**src/core/cba_pkg.sv**
```systemverilog
// Constants, register map and mode encoding for the circular and bit-reversed address unit.
package cba_pkg;

  // ==========================================================================
  // Widths
  localparam int ADDR_W = 16;
  localparam int PADDR_W = 8;

  // ==========================================================================
  // Register offsets (byte addresses on APB)
  localparam logic [7:0] OFF_X_BUFFER_START = 8'h00;
  localparam logic [7:0] OFF_X_BUFFER_END   = 8'h04;
  localparam logic [7:0] OFF_Y_BUFFER_START = 8'h08;
  localparam logic [7:0] OFF_Y_BUFFER_END   = 8'h0C;
  localparam logic [7:0] OFF_CIRC_CONTROL   = 8'h10;
  localparam logic [7:0] OFF_REVERSAL_CTRL  = 8'h14;
  localparam logic [7:0] OFF_DIRECTION      = 8'h18;
  localparam logic [7:0] OFF_STATUS         = 8'h1C;

  // ==========================================================================
  // Field positions
  localparam int X_SEL_LSB   = 0;
  localparam int Y_SEL_LSB   = 4;
  localparam int BR_SEL_LSB  = 8;
  localparam int SEL_W       = 4;
  localparam int X_EN_BIT    = 15;
  localparam int Y_EN_BIT    = 14;
  localparam int BR_EN_BIT   = 15;
  localparam int PIVOT_MSB   = 14;
  localparam int DIR_X_DEC   = 0;
  localparam int DIR_Y_DEC   = 1;
  localparam logic [3:0] SEL_NONE = 4'hF;

  // ==========================================================================
  // Reset values
  localparam logic [15:0] RST_BOUND     = 16'h0000;
  localparam logic [15:0] RST_CIRC_CTRL = 16'h0FFF;
  localparam logic [15:0] RST_REV_CTRL  = 16'h0000;
  localparam logic [1:0]  RST_DIRECTION = 2'h0;

  // ==========================================================================
  // Addressing modes presented by the instruction decoder
  typedef enum logic [1:0] {
    CBA_INDIRECT,
    CBA_POST_MODIFY,
    CBA_PRE_MODIFY,
    CBA_OFFSET
  } cba_mode_t;

endpackage

```
**src/core/cba_agu.sv**
```systemverilog
// Circular-buffer and bit-reversed effective address generator with APB registers.
// What this block does
// - One circular buffer in X space and one in Y space, each with own bounds.
// - Non power-of-two buffers wrap in one configured direction only.
// - Power-of-two buffers check both lower and upper bounds.
// - Start and end bounds sit in separate 16-bit registers per space.
// - Buffer length may reach 32K words.
// - Y-space circular addresses are word addresses with bit 0 clear.
// - X wrap needs X select not all ones and X enable set.
// - Y wrap needs Y select not all ones and Y enable set.
// - Wrap triggers only past the bound (above end, below start), so overshoots still wrap.
// - Only pre- and post-modify write the corrected pointer back.
// - Bit reversal only in X space and only for data writes.
// - Pointer and pivot are both bit reversed for the add; the result comes back in normal order.
// - Bit reversal needs select not all ones, enable set, pre/post increment.
// - Reversal enable in bit 15, pivot in bits 14:0 of its control register.
// - Byte accesses or other modes get normal addresses.
// - Bit reversal adds the byte-scaled pivot, ignores the offset, clears bit 0.
// - Bit reversal beats circular correction on the same pointer.
`timescale 1ns/1ps
`default_nettype none

module cba_agu (
  input  wire logic                 core_clk,     // 125 MHz core clock
  input  wire logic                 nrst,         // Asynchronous reset, active low
  input  wire logic                 psel,         // APB select
  input  wire logic                 penable,      // APB access phase
  input  wire logic                 pwrite,       // APB direction
  input  wire logic [7:0]           paddr,        // APB byte address
  input  wire logic [31:0]          pwdata,       // APB write data
  input  wire logic [3:0]           pstrb,        // APB byte strobes
  output logic      [31:0]          prdata,       // APB read data
  output logic                      pready,       // APB ready
  output logic                      pslverr,      // APB error for unmapped address
  input  wire logic                 req_valid,    // Address request strobe
  input  wire logic                 req_space_y,  // Request targets Y space
  input  wire logic                 req_write,    // Request is a data write
  input  wire logic                 req_byte,     // Request is byte sized
  input  wire cba_pkg::cba_mode_t   req_mode,     // Addressing mode
  input  wire logic [3:0]           req_ptr_sel,  // Pointer register number
  input  wire logic [15:0]          req_ptr,      // Pointer register contents
  input  wire logic [15:0]          req_offset,   // Signed modifier or offset
  output logic                      ea_valid,     // Effective address valid
  output logic      [15:0]          ea,           // Effective address
  output logic                      wb_valid,     // Pointer write-back strobe
  output logic      [3:0]           wb_sel,       // Pointer register to update
  output logic      [15:0]          wb_value      // New pointer value
);

  // ==========================================================================
  // State
  typedef struct packed {
    logic [15:0] x_start;
    logic [15:0] x_end;
    logic [15:0] y_start;
    logic [15:0] y_end;
    logic [15:0] circ_ctrl;
    logic [15:0] rev_ctrl;
    logic [1:0]  direction;
    logic        pready;
    logic        pslverr;
    logic [31:0] prdata;
    logic        ea_valid;
    logic [15:0] ea;
    logic        wb_valid;
    logic [3:0]  wb_sel;
    logic [15:0] wb_value;
    logic        last_y;
    logic        last_wrap;
    logic        last_rev;
    logic        last_up;
  } cba_state_t;

  cba_state_t st;
  cba_state_t next_st;
  logic [1:0] rst_sync;
  logic       rst_n;

  // ==========================================================================
  // Functions
  function automatic logic [15:0] bit_flip(input logic [15:0] v);
    logic [15:0] r;
    r = '0;
    for (int i = 0; i < 16; i++) begin
      r[i] = v[15 - i];
    end
    return r;
  endfunction

  // Carry propagates from the top bit downward, which walks FFT data in reversed order.
  function automatic logic [15:0] rev_add(input logic [15:0] a, input logic [15:0] b);
    logic [15:0] s;
    s = bit_flip(a) + bit_flip(b);
    return bit_flip(s);
  endfunction

  function automatic logic [15:0] strb_merge(input logic [15:0] old_v, input logic [31:0] d,
                                             input logic [3:0] s);
    logic [15:0] r;
    r = old_v;
    if (s[0]) begin
      r[7:0] = d[7:0];
    end
    if (s[1]) begin
      r[15:8] = d[15:8];
    end
    return r;
  endfunction

  function automatic logic is_pow2(input logic [16:0] v);
    return (v != 17'h00000) && ((v & (v - 17'h00001)) == 17'h00000);
  endfunction

  // ==========================================================================
  // Reset release
  always_ff @(posedge core_clk or negedge nrst) begin
    if (!nrst) begin
      rst_sync <= 2'h0;
    end else begin
      rst_sync <= {rst_sync[0], 1'b1};
    end
  end
  assign rst_n = rst_sync[1];

  // ==========================================================================
  // Address datapath
  logic [3:0]  x_sel;
  logic [3:0]  y_sel;
  logic [3:0]  br_sel;
  logic        x_circ_on;
  logic        y_circ_on;
  logic        circ_on;
  logic        rev_on;
  logic        step_up;
  logic [15:0] raw;
  logic [15:0] b_start;
  logic [15:0] b_end;
  logic [16:0] b_len;
  logic        bidir;
  logic        dec_mode;
  logic        wrap_up;
  logic        wrap_dn;
  logic [15:0] fixed;
  logic [15:0] pivot_bytes;
  logic [15:0] new_ptr;
  logic        modifies;

  always_comb begin
    x_sel  = st.circ_ctrl[cba_pkg::X_SEL_LSB +: cba_pkg::SEL_W];
    y_sel  = st.circ_ctrl[cba_pkg::Y_SEL_LSB +: cba_pkg::SEL_W];
    br_sel = st.circ_ctrl[cba_pkg::BR_SEL_LSB +: cba_pkg::SEL_W];
    modifies = (req_mode == cba_pkg::CBA_PRE_MODIFY) || (req_mode == cba_pkg::CBA_POST_MODIFY);
    step_up = !req_offset[15];
    // Each space owns one buffer; the selects pick which pointer it applies to.
    x_circ_on = !req_space_y && st.circ_ctrl[cba_pkg::X_EN_BIT]
                && (x_sel != cba_pkg::SEL_NONE) && (req_ptr_sel == x_sel);
    y_circ_on = req_space_y && st.circ_ctrl[cba_pkg::Y_EN_BIT]
                && (y_sel != cba_pkg::SEL_NONE) && (req_ptr_sel == y_sel);
    circ_on = (x_circ_on || y_circ_on) && (req_mode != cba_pkg::CBA_INDIRECT);
    rev_on = !req_space_y && req_write && !req_byte && modifies
             && step_up && (req_offset != 16'h0000)
             && st.rev_ctrl[cba_pkg::BR_EN_BIT]
             && (br_sel != cba_pkg::SEL_NONE) && (req_ptr_sel == br_sel);
    raw = req_ptr + req_offset;
    if (req_space_y) begin
      raw[0] = 1'b0;
    end
    b_start = req_space_y ? st.y_start : st.x_start;
    b_end   = req_space_y ? st.y_end : st.x_end;
    // End is the last byte of the buffer, so a 0000..FFFF buffer spans 32K words.
    b_len = {1'b0, b_end} + 17'h00001 - {1'b0, b_start};
    bidir = is_pow2(b_len);
    dec_mode = req_space_y ? st.direction[cba_pkg::DIR_Y_DEC]
                           : st.direction[cba_pkg::DIR_X_DEC];
    wrap_up = step_up && (bidir || !dec_mode) && (raw > b_end);
    wrap_dn = !step_up && (bidir || dec_mode) && (raw < b_start);
    fixed = raw;
    if (wrap_up) begin
      fixed = raw - b_len[15:0];
    end else if (wrap_dn) begin
      fixed = raw + b_len[15:0];
    end
    pivot_bytes = {st.rev_ctrl[cba_pkg::PIVOT_MSB:0], 1'b0};
    if (rev_on) begin
      new_ptr = rev_add(req_ptr, pivot_bytes);
      new_ptr[0] = 1'b0;
    end else if (circ_on) begin
      new_ptr = fixed;
      if (req_space_y) begin
        new_ptr[0] = 1'b0;
      end
    end else begin
      new_ptr = raw;
    end
  end

  // ==========================================================================
  // Next state
  logic       setup;
  logic       access;
  logic       mapped;
  logic [7:0] a;

  always_comb begin
    next_st = st;
    a = paddr;
    setup = psel && !penable;
    access = psel && penable && st.pready;
    mapped = (a == cba_pkg::OFF_X_BUFFER_START) || (a == cba_pkg::OFF_X_BUFFER_END)
             || (a == cba_pkg::OFF_Y_BUFFER_START) || (a == cba_pkg::OFF_Y_BUFFER_END)
             || (a == cba_pkg::OFF_CIRC_CONTROL) || (a == cba_pkg::OFF_REVERSAL_CTRL)
             || (a == cba_pkg::OFF_DIRECTION) || (a == cba_pkg::OFF_STATUS);
    // Ready is raised one cycle after setup so it can come straight from a flop.
    next_st.pready = setup;
    next_st.pslverr = setup && !mapped;
    if (setup) begin
      case (a)
        cba_pkg::OFF_X_BUFFER_START: next_st.prdata = {16'h0000, st.x_start};
        cba_pkg::OFF_X_BUFFER_END:   next_st.prdata = {16'h0000, st.x_end};
        cba_pkg::OFF_Y_BUFFER_START: next_st.prdata = {16'h0000, st.y_start};
        cba_pkg::OFF_Y_BUFFER_END:   next_st.prdata = {16'h0000, st.y_end};
        cba_pkg::OFF_CIRC_CONTROL:   next_st.prdata = {16'h0000, st.circ_ctrl};
        cba_pkg::OFF_REVERSAL_CTRL:  next_st.prdata = {16'h0000, st.rev_ctrl};
        cba_pkg::OFF_DIRECTION:      next_st.prdata = {30'h00000000, st.direction};
        cba_pkg::OFF_STATUS:         next_st.prdata = {12'h000, st.last_up, st.last_rev,
                                                       st.last_wrap, st.last_y, st.ea};
        default:                     next_st.prdata = 32'h00000000;
      endcase
    end
    if (access && pwrite && !st.pslverr) begin
      case (a)
        cba_pkg::OFF_X_BUFFER_START: next_st.x_start = strb_merge(st.x_start, pwdata, pstrb);
        cba_pkg::OFF_X_BUFFER_END:   next_st.x_end = strb_merge(st.x_end, pwdata, pstrb);
        cba_pkg::OFF_Y_BUFFER_START: next_st.y_start = strb_merge(st.y_start, pwdata, pstrb);
        cba_pkg::OFF_Y_BUFFER_END:   next_st.y_end = strb_merge(st.y_end, pwdata, pstrb);
        cba_pkg::OFF_CIRC_CONTROL:   next_st.circ_ctrl = strb_merge(st.circ_ctrl, pwdata, pstrb);
        cba_pkg::OFF_REVERSAL_CTRL:  next_st.rev_ctrl = strb_merge(st.rev_ctrl, pwdata, pstrb);
        cba_pkg::OFF_DIRECTION: begin
          if (pstrb[0]) begin
            next_st.direction = pwdata[1:0];
          end
        end
        default: begin
        end
      endcase
    end
    next_st.ea_valid = req_valid;
    next_st.wb_valid = req_valid && modifies;
    if (req_valid) begin
      case (req_mode)
        cba_pkg::CBA_INDIRECT:    next_st.ea = req_ptr;
        cba_pkg::CBA_POST_MODIFY: next_st.ea = req_ptr;
        cba_pkg::CBA_PRE_MODIFY:  next_st.ea = new_ptr;
        cba_pkg::CBA_OFFSET:      next_st.ea = new_ptr;
        default:                  next_st.ea = req_ptr;
      endcase
      if (req_space_y && circ_on) begin
        next_st.ea[0] = 1'b0;
      end
      next_st.wb_sel = req_ptr_sel;
      next_st.wb_value = new_ptr;
      next_st.last_y = req_space_y;
      next_st.last_rev = rev_on;
      next_st.last_wrap = circ_on && !rev_on && (wrap_up || wrap_dn);
      next_st.last_up = step_up;
    end
  end

  always_ff @(posedge core_clk or negedge rst_n) begin
    if (!rst_n) begin
      st <= '0;
      st.x_start <= cba_pkg::RST_BOUND;
      st.x_end <= cba_pkg::RST_BOUND;
      st.y_start <= cba_pkg::RST_BOUND;
      st.y_end <= cba_pkg::RST_BOUND;
      st.circ_ctrl <= cba_pkg::RST_CIRC_CTRL;
      st.rev_ctrl <= cba_pkg::RST_REV_CTRL;
      st.direction <= cba_pkg::RST_DIRECTION;
    end else begin
      st <= next_st;
    end
  end

  assign prdata   = st.prdata;
  assign pready   = st.pready;
  assign pslverr  = st.pslverr;
  assign ea_valid = st.ea_valid;
  assign ea       = st.ea;
  assign wb_valid = st.wb_valid;
  assign wb_sel   = st.wb_sel;
  assign wb_value = st.wb_value;

  // ==========================================================================
  // Assertions
  property p_offset_no_writeback;
    @(posedge core_clk) disable iff (!rst_n)
    req_valid && (req_mode == cba_pkg::CBA_OFFSET) |=> ea_valid && !wb_valid;
  endproperty
  a_offset_no_writeback: assert property (p_offset_no_writeback)
    else $error("Offset mode wrote the pointer back.");

  property p_y_word;
    @(posedge core_clk) disable iff (!rst_n)
    req_valid && y_circ_on && (req_mode != cba_pkg::CBA_INDIRECT) |=> !ea[0] && !wb_value[0];
  endproperty
  a_y_word: assert property (p_y_word)
    else $error("Y circular address has bit 0 set.");

  property p_rev_lsb_clear;
    @(posedge core_clk) disable iff (!rst_n)
    req_valid && rev_on |=> wb_valid && !wb_value[0] && st.last_rev;
  endproperty
  a_rev_lsb_clear: assert property (p_rev_lsb_clear)
    else $error("Bit-reversed pointer has bit 0 set.");

  property p_x_disabled;
    @(posedge core_clk) disable iff (!rst_n)
    req_valid && !req_space_y && ((x_sel == cba_pkg::SEL_NONE)
      || !st.circ_ctrl[cba_pkg::X_EN_BIT]) |=> !st.last_wrap;
  endproperty
  a_x_disabled: assert property (p_x_disabled)
    else $error("X wrap while X circular mode is off.");

  property p_y_disabled;
    @(posedge core_clk) disable iff (!rst_n)
    req_valid && req_space_y && ((y_sel == cba_pkg::SEL_NONE)
      || !st.circ_ctrl[cba_pkg::Y_EN_BIT]) |=> !st.last_wrap;
  endproperty
  a_y_disabled: assert property (p_y_disabled)
    else $error("Y wrap while Y circular mode is off.");

  property p_rev_only_x_write;
    @(posedge core_clk) disable iff (!rst_n)
    req_valid && (req_space_y || !req_write || req_byte) |=> !st.last_rev;
  endproperty
  a_rev_only_x_write: assert property (p_rev_only_x_write)
    else $error("Bit reversal on a read, byte or Y access.");

  property p_rev_wins;
    @(posedge core_clk) disable iff (!rst_n)
    req_valid && rev_on && x_circ_on |=> st.last_rev && !st.last_wrap
      && (wb_value == ($past(rev_add(req_ptr, pivot_bytes)) & 16'hFFFE));
  endproperty
  a_rev_wins: assert property (p_rev_wins)
    else $error("Circular correction overrode bit reversal.");

  property p_wrap_up_len;
    @(posedge core_clk) disable iff (!rst_n)
    req_valid && circ_on && !rev_on && wrap_up && modifies
      |=> wb_value == $past(raw) - $past(b_len[15:0]);
  endproperty
  a_wrap_up_len: assert property (p_wrap_up_len)
    else $error("Upward wrap did not subtract the length.");

  property p_wrap_dn_len;
    @(posedge core_clk) disable iff (!rst_n)
    req_valid && circ_on && !rev_on && wrap_dn && modifies
      |=> wb_value == $past(raw) + $past(b_len[15:0]) && st.last_wrap;
  endproperty
  a_wrap_dn_len: assert property (p_wrap_dn_len)
    else $error("Downward wrap did not add the length.");

  property p_bound_write;
    @(posedge core_clk) disable iff (!rst_n)
    psel && penable && pready && pwrite && !pslverr && (pstrb[1:0] == 2'h3)
      && (paddr == cba_pkg::OFF_X_BUFFER_START) |=> st.x_start == $past(pwdata[15:0]);
  endproperty
  a_bound_write: assert property (p_bound_write)
    else $error("X start bound did not take the written value.");

  property p_apb_ready;
    @(posedge core_clk) disable iff (!rst_n)
    psel && !penable |=> pready ##1 !pready;
  endproperty
  a_apb_ready: assert property (p_apb_ready)
    else $error("APB ready not given one cycle after setup.");

endmodule

`default_nettype wire

```
**config.mk**
```make
export PLATFORM = sky130hd
export DESIGN_NAME = cba_agu
export DESIGN_NICKNAME = d
export VERILOG_FILES = /design/src/core/cba_pkg.sv /design/src/core/cba_agu.sv
export SDC_FILE = /design/constraint.sdc
export NUM_CORES = 1
export LEC_CHECK = 0
export BUFFER_PORTS_ARGS = -buffer_cell sky130_fd_sc_hd__buf_2
export CAP_MARGIN = 20
export CELL_PAD_IN_SITES_DETAIL_PLACEMENT = 1
export CELL_PAD_IN_SITES_GLOBAL_PLACEMENT = 2
export CORE_MARGIN = 2
export CORE_UTILIZATION = 35
export DETAILED_ROUTE_END_ITERATION = 8
export PLACE_DENSITY = 0.74
export SYNTH_ARGS = -nofsm -noshare
export SYNTH_HDL_FRONTEND = slang
export SYNTH_SLANG_ARGS = --single-unit
```
**constraint.sdc**
```tcl
create_clock -name core_clk -period 7.2 [get_ports core_clk]
set_input_delay 0.72 -clock core_clk [delete_from_list [all_inputs] [get_ports core_clk]]
set_output_delay 0.72 -clock core_clk [all_outputs]
set_load 0.01 [all_outputs]
```
==> run metrics <==
highest achievable clock rate 158 MHz; maximum capacitance violations 0; vias in the first global route 11,100; count of pins on the block boundary 163; Slew Viols, Final 0; Slew Limit Headroom 30.8%; clk root buf sky130_fd_sc_hd__clkbuf_16; CP Launch Type input pin; leftover overflow at the end of global routing 0; row cnt 70; Crit-path slowest cell sky130_fd_sc_hd__nor3_1; Netlist cell types 84; CTS tree yes; CTS clock-pin slew for the worst setup and hold paths 70 ps; number of warnings printed during yosys synthesis 0; largest family of logic cells by synthesized area compound AO/OA/AOI/OAI gates; total DRC errors in the routed layout 0; final setup violation count 0; most numerous cell in the Yosys netlist sky130_fd_sc_hd__dfrtp_1; CP Capture Type flip-flop; final weighted congestion in routability-driven placement 0.869; met2 routed wirelength 21,600 um; clock network latency to the later pin of the worst-skew pair 440 ps; critical-path maximum fanout 9; area inside the core boundary 36,600 sq um; wire per inst 24.0 um; Met1 Routed Length 21,600 um; sum of routed wire length over all layers 45,800 um; clock tree skew after final layout 13.5 ps; Post-Syn Instances 1,340; worst setup path category in2reg; Synth Register Bits 164; mean area per synthesized cell 9.69 sq um; family of cells with the greatest summed delay on the critical path compound AO/OA/AOI/OAI gates; synth cell count leaders 152 x sky130_fd_sc_hd__dfrtp_1, 124 x sky130_fd_sc_hd__ha_1, 108 x sky130_fd_sc_hd__mux2_2; antenna diode count 0; Finished Core Util 39.5%; area share of xor/xnor cells in the synthesized design 3.57%; adder and majority cell fraction of the synthesized area 12.7%; slew of the pin with the lowest slew margin 1040 ps; Area growth, synth to finish 11.3%; Post-Route Setup TNS 0 ps; initial antenna violation count 1; length of the first detailed-routing pass in iterations 6; result of the run finished clean; total of buffers placed on input and output ports 132; path category of the worst min-delay check in2async; wire length of the first global-routing pass 69,600 um; worst-case vdd ir drop 0.199 mV; power density normalized to cell area 188 nW/um^2; post-CTS setup buffer count 0; height of the chip 197 um; hold buffer count at cts 0; Initial DRC Count 714; number of buffers created by CTS 17; length in cells of the worst reg-to-reg path 19; Async SR Flop Fraction 100%; Final Hold Fails 0; Req. time, crit path 7580 ps; cts repair resizes 0; minimum clock period 6350 ps; critical path cell sequence buf_2, ha_1, fa_1, a21o_1, a21oi_1, o21bai_1, a21oi_1, o21ai_0, nor3b_1, nor3_1, ha_1, nor2b_1, o21ai_0, nand2b_1, a221oi_1, o21ai_0, a21oi_2, buf_4, a221oi_1, o31ai_1, mux2_2; CTS Sinks 164; share of synthesized area occupied by flip-flops and latches 31.7%; total routing usage reported by global routing 24.1%; x dimension of the die 197 um; effective utilization at floorplan 35.5%; highest routed metal layer met4; Post-synth EDFFs 0; Crit. path cell count 21; most used flip-flop cell after synthesis sky130_fd_sc_hd__dfrtp_1; area of the mapped netlist 13,000 sq um; Met3 Wirelength 1970 um; detailed placement HPWL 36,500 um; most repeated library cell on the critical path sky130_fd_sc_hd__o21ai_0; slowest cell delay on critical path 810 ps; compound-cell area share of the yosys netlist 20.7%; vias per std cell 5.74; post-synth top area share 29.3%; WP buf/inv 2; share of the clock period used by the worst path 88.2%; Die Area 38,700 sq um; RSZ-0062 raised after global routing no; largest net degree at the start of global routing 67; synthesized-area fraction occupied by and/or/nand/nor cells 10.1%; # nets final 1,646; number of buffers on the longest clock path 2; leakage component of the power 7.12 nW; worst endpoint data arrival time 6730 ps; H-Tree Depth 4; Post-DRT Antenna Nets 0; portion of netlist area occupied by mux cells 13.0%; share of cells above drive strength 1 25.2%; most area-consuming cells after synthesis sky130_fd_sc_hd__dfrtp_1 29%, sky130_fd_sc_hd__ha_1 12%, sky130_fd_sc_hd__mux2_2 9.4%; cell taking the most area after synthesis sky130_fd_sc_hd__dfrtp_1; total vias in the final route 10,937
[cells in the final DEF, fill, tap and decap left out, drive strengths merged, types with 10 or more instances in the layout]
| master | count |
|---|---|
| a211oi | 15 |
| a21o | 37 |
| a21oi | 85 |
| a221oi | 17 |
| a222oi | 10 |
| a22oi | 25 |
| a31oi | 15 |
| and3 | 16 |
| buf | 170 |
| clkbuf | 19 |
| conb | 13 |
| dfrtp | 152 |
| dfstp | 12 |
| ha | 124 |
| inv | 85 |
| mux2 | 108 |
| mux2i | 34 |
| nand2 | 76 |
| nand2b | 16 |
| nand3 | 18 |
| nand4 | 10 |
| nor2 | 57 |
| nor3 | 31 |
| o21ai | 67 |
| o21bai | 16 |
| o31ai | 10 |
| xnor2 | 35 |
| xor2 | 18 |
[metrics by stage]
stage / hold slack [ps] / total power [mW] / instance area, sq um / worst slack (ps) / cells
detailed placement: 340 / 1.77 / 13800 / 527 / 1874
CTS: 33.5 / 2.73 / 14400 / 987 / 1906
global placement: 339 / 1.75 / 13800 / 526 / 1874
finish: 49.1 / 2.72 / 14400 / 851 / 1907
global route: 31.3 / 2.85 / 14400 / 478 / 1907
floorplan: 331 / 1.52 / 13000 / 1380 / 1351
[metal layers]
layer	vias up	GRT usage (%)
met5	-	0
met1	5600	34.0
met2	256	39.8
met3	33	2.77
li1	5048	-
met4	0	4.82
[power by group]
part / switching [mW] / internal [mW] / leakage, nW
registers: 0.0490 / 0.959 / 2.16
clock network: 0.406 / 0.551 / 0.288
logic: 0.456 / 0.296 / 4.68
[kinds of logic (layout without fill, tap and decap cells)]
logic type,count (synthesis),count (layout)
DFF,164,164
and+or+nand+nor,267,267
AOI/OAI and AO/OA,379,379
buffers and inverters,198,286
muxes,148,148
adders and majority gates,129,129
xor gates and xnor gates,53,53
other,2,13
[sequential cells by signal, summed over array words and instances (netlist names)]
signal	flops
pivot_bytes	15
pslverr	1
st	83
ea_valid	1
rst_sync	2
wb_value	16
ea	16
prdata	20
wb_sel	4
pready	1
wb_valid	1
br_sel	4
[area by class of cell]
type	count	area, sq um
clock inverters	13	175
well taps	468	586
repair buffers	170	946
multi-input cells	989	7870
fillers	4210	22200
clock buffers	19	433
inverters	84	315
flip-flops and latches	164	4120
[worst paths after layout]
| kind | slack, ps | end | start |
|---|---|---|---|
| setup / recovery | 850 | wb_value[8] | req_ptr[0] |
| hold / removal | 50 | rst_sync[1] | nrst |
| setup reg to reg | 1430 | wb_value[13] | st[127] |
| hold reg to reg | 360 | rst_sync[1] | rst_sync[0] |
| max in group asynchronous | 5510 | ea[2] | rst_sync[1] |
| min in group core_clk | 360 | rst_sync[1] | rst_sync[0] |
(Power assumes the default switching activity.)
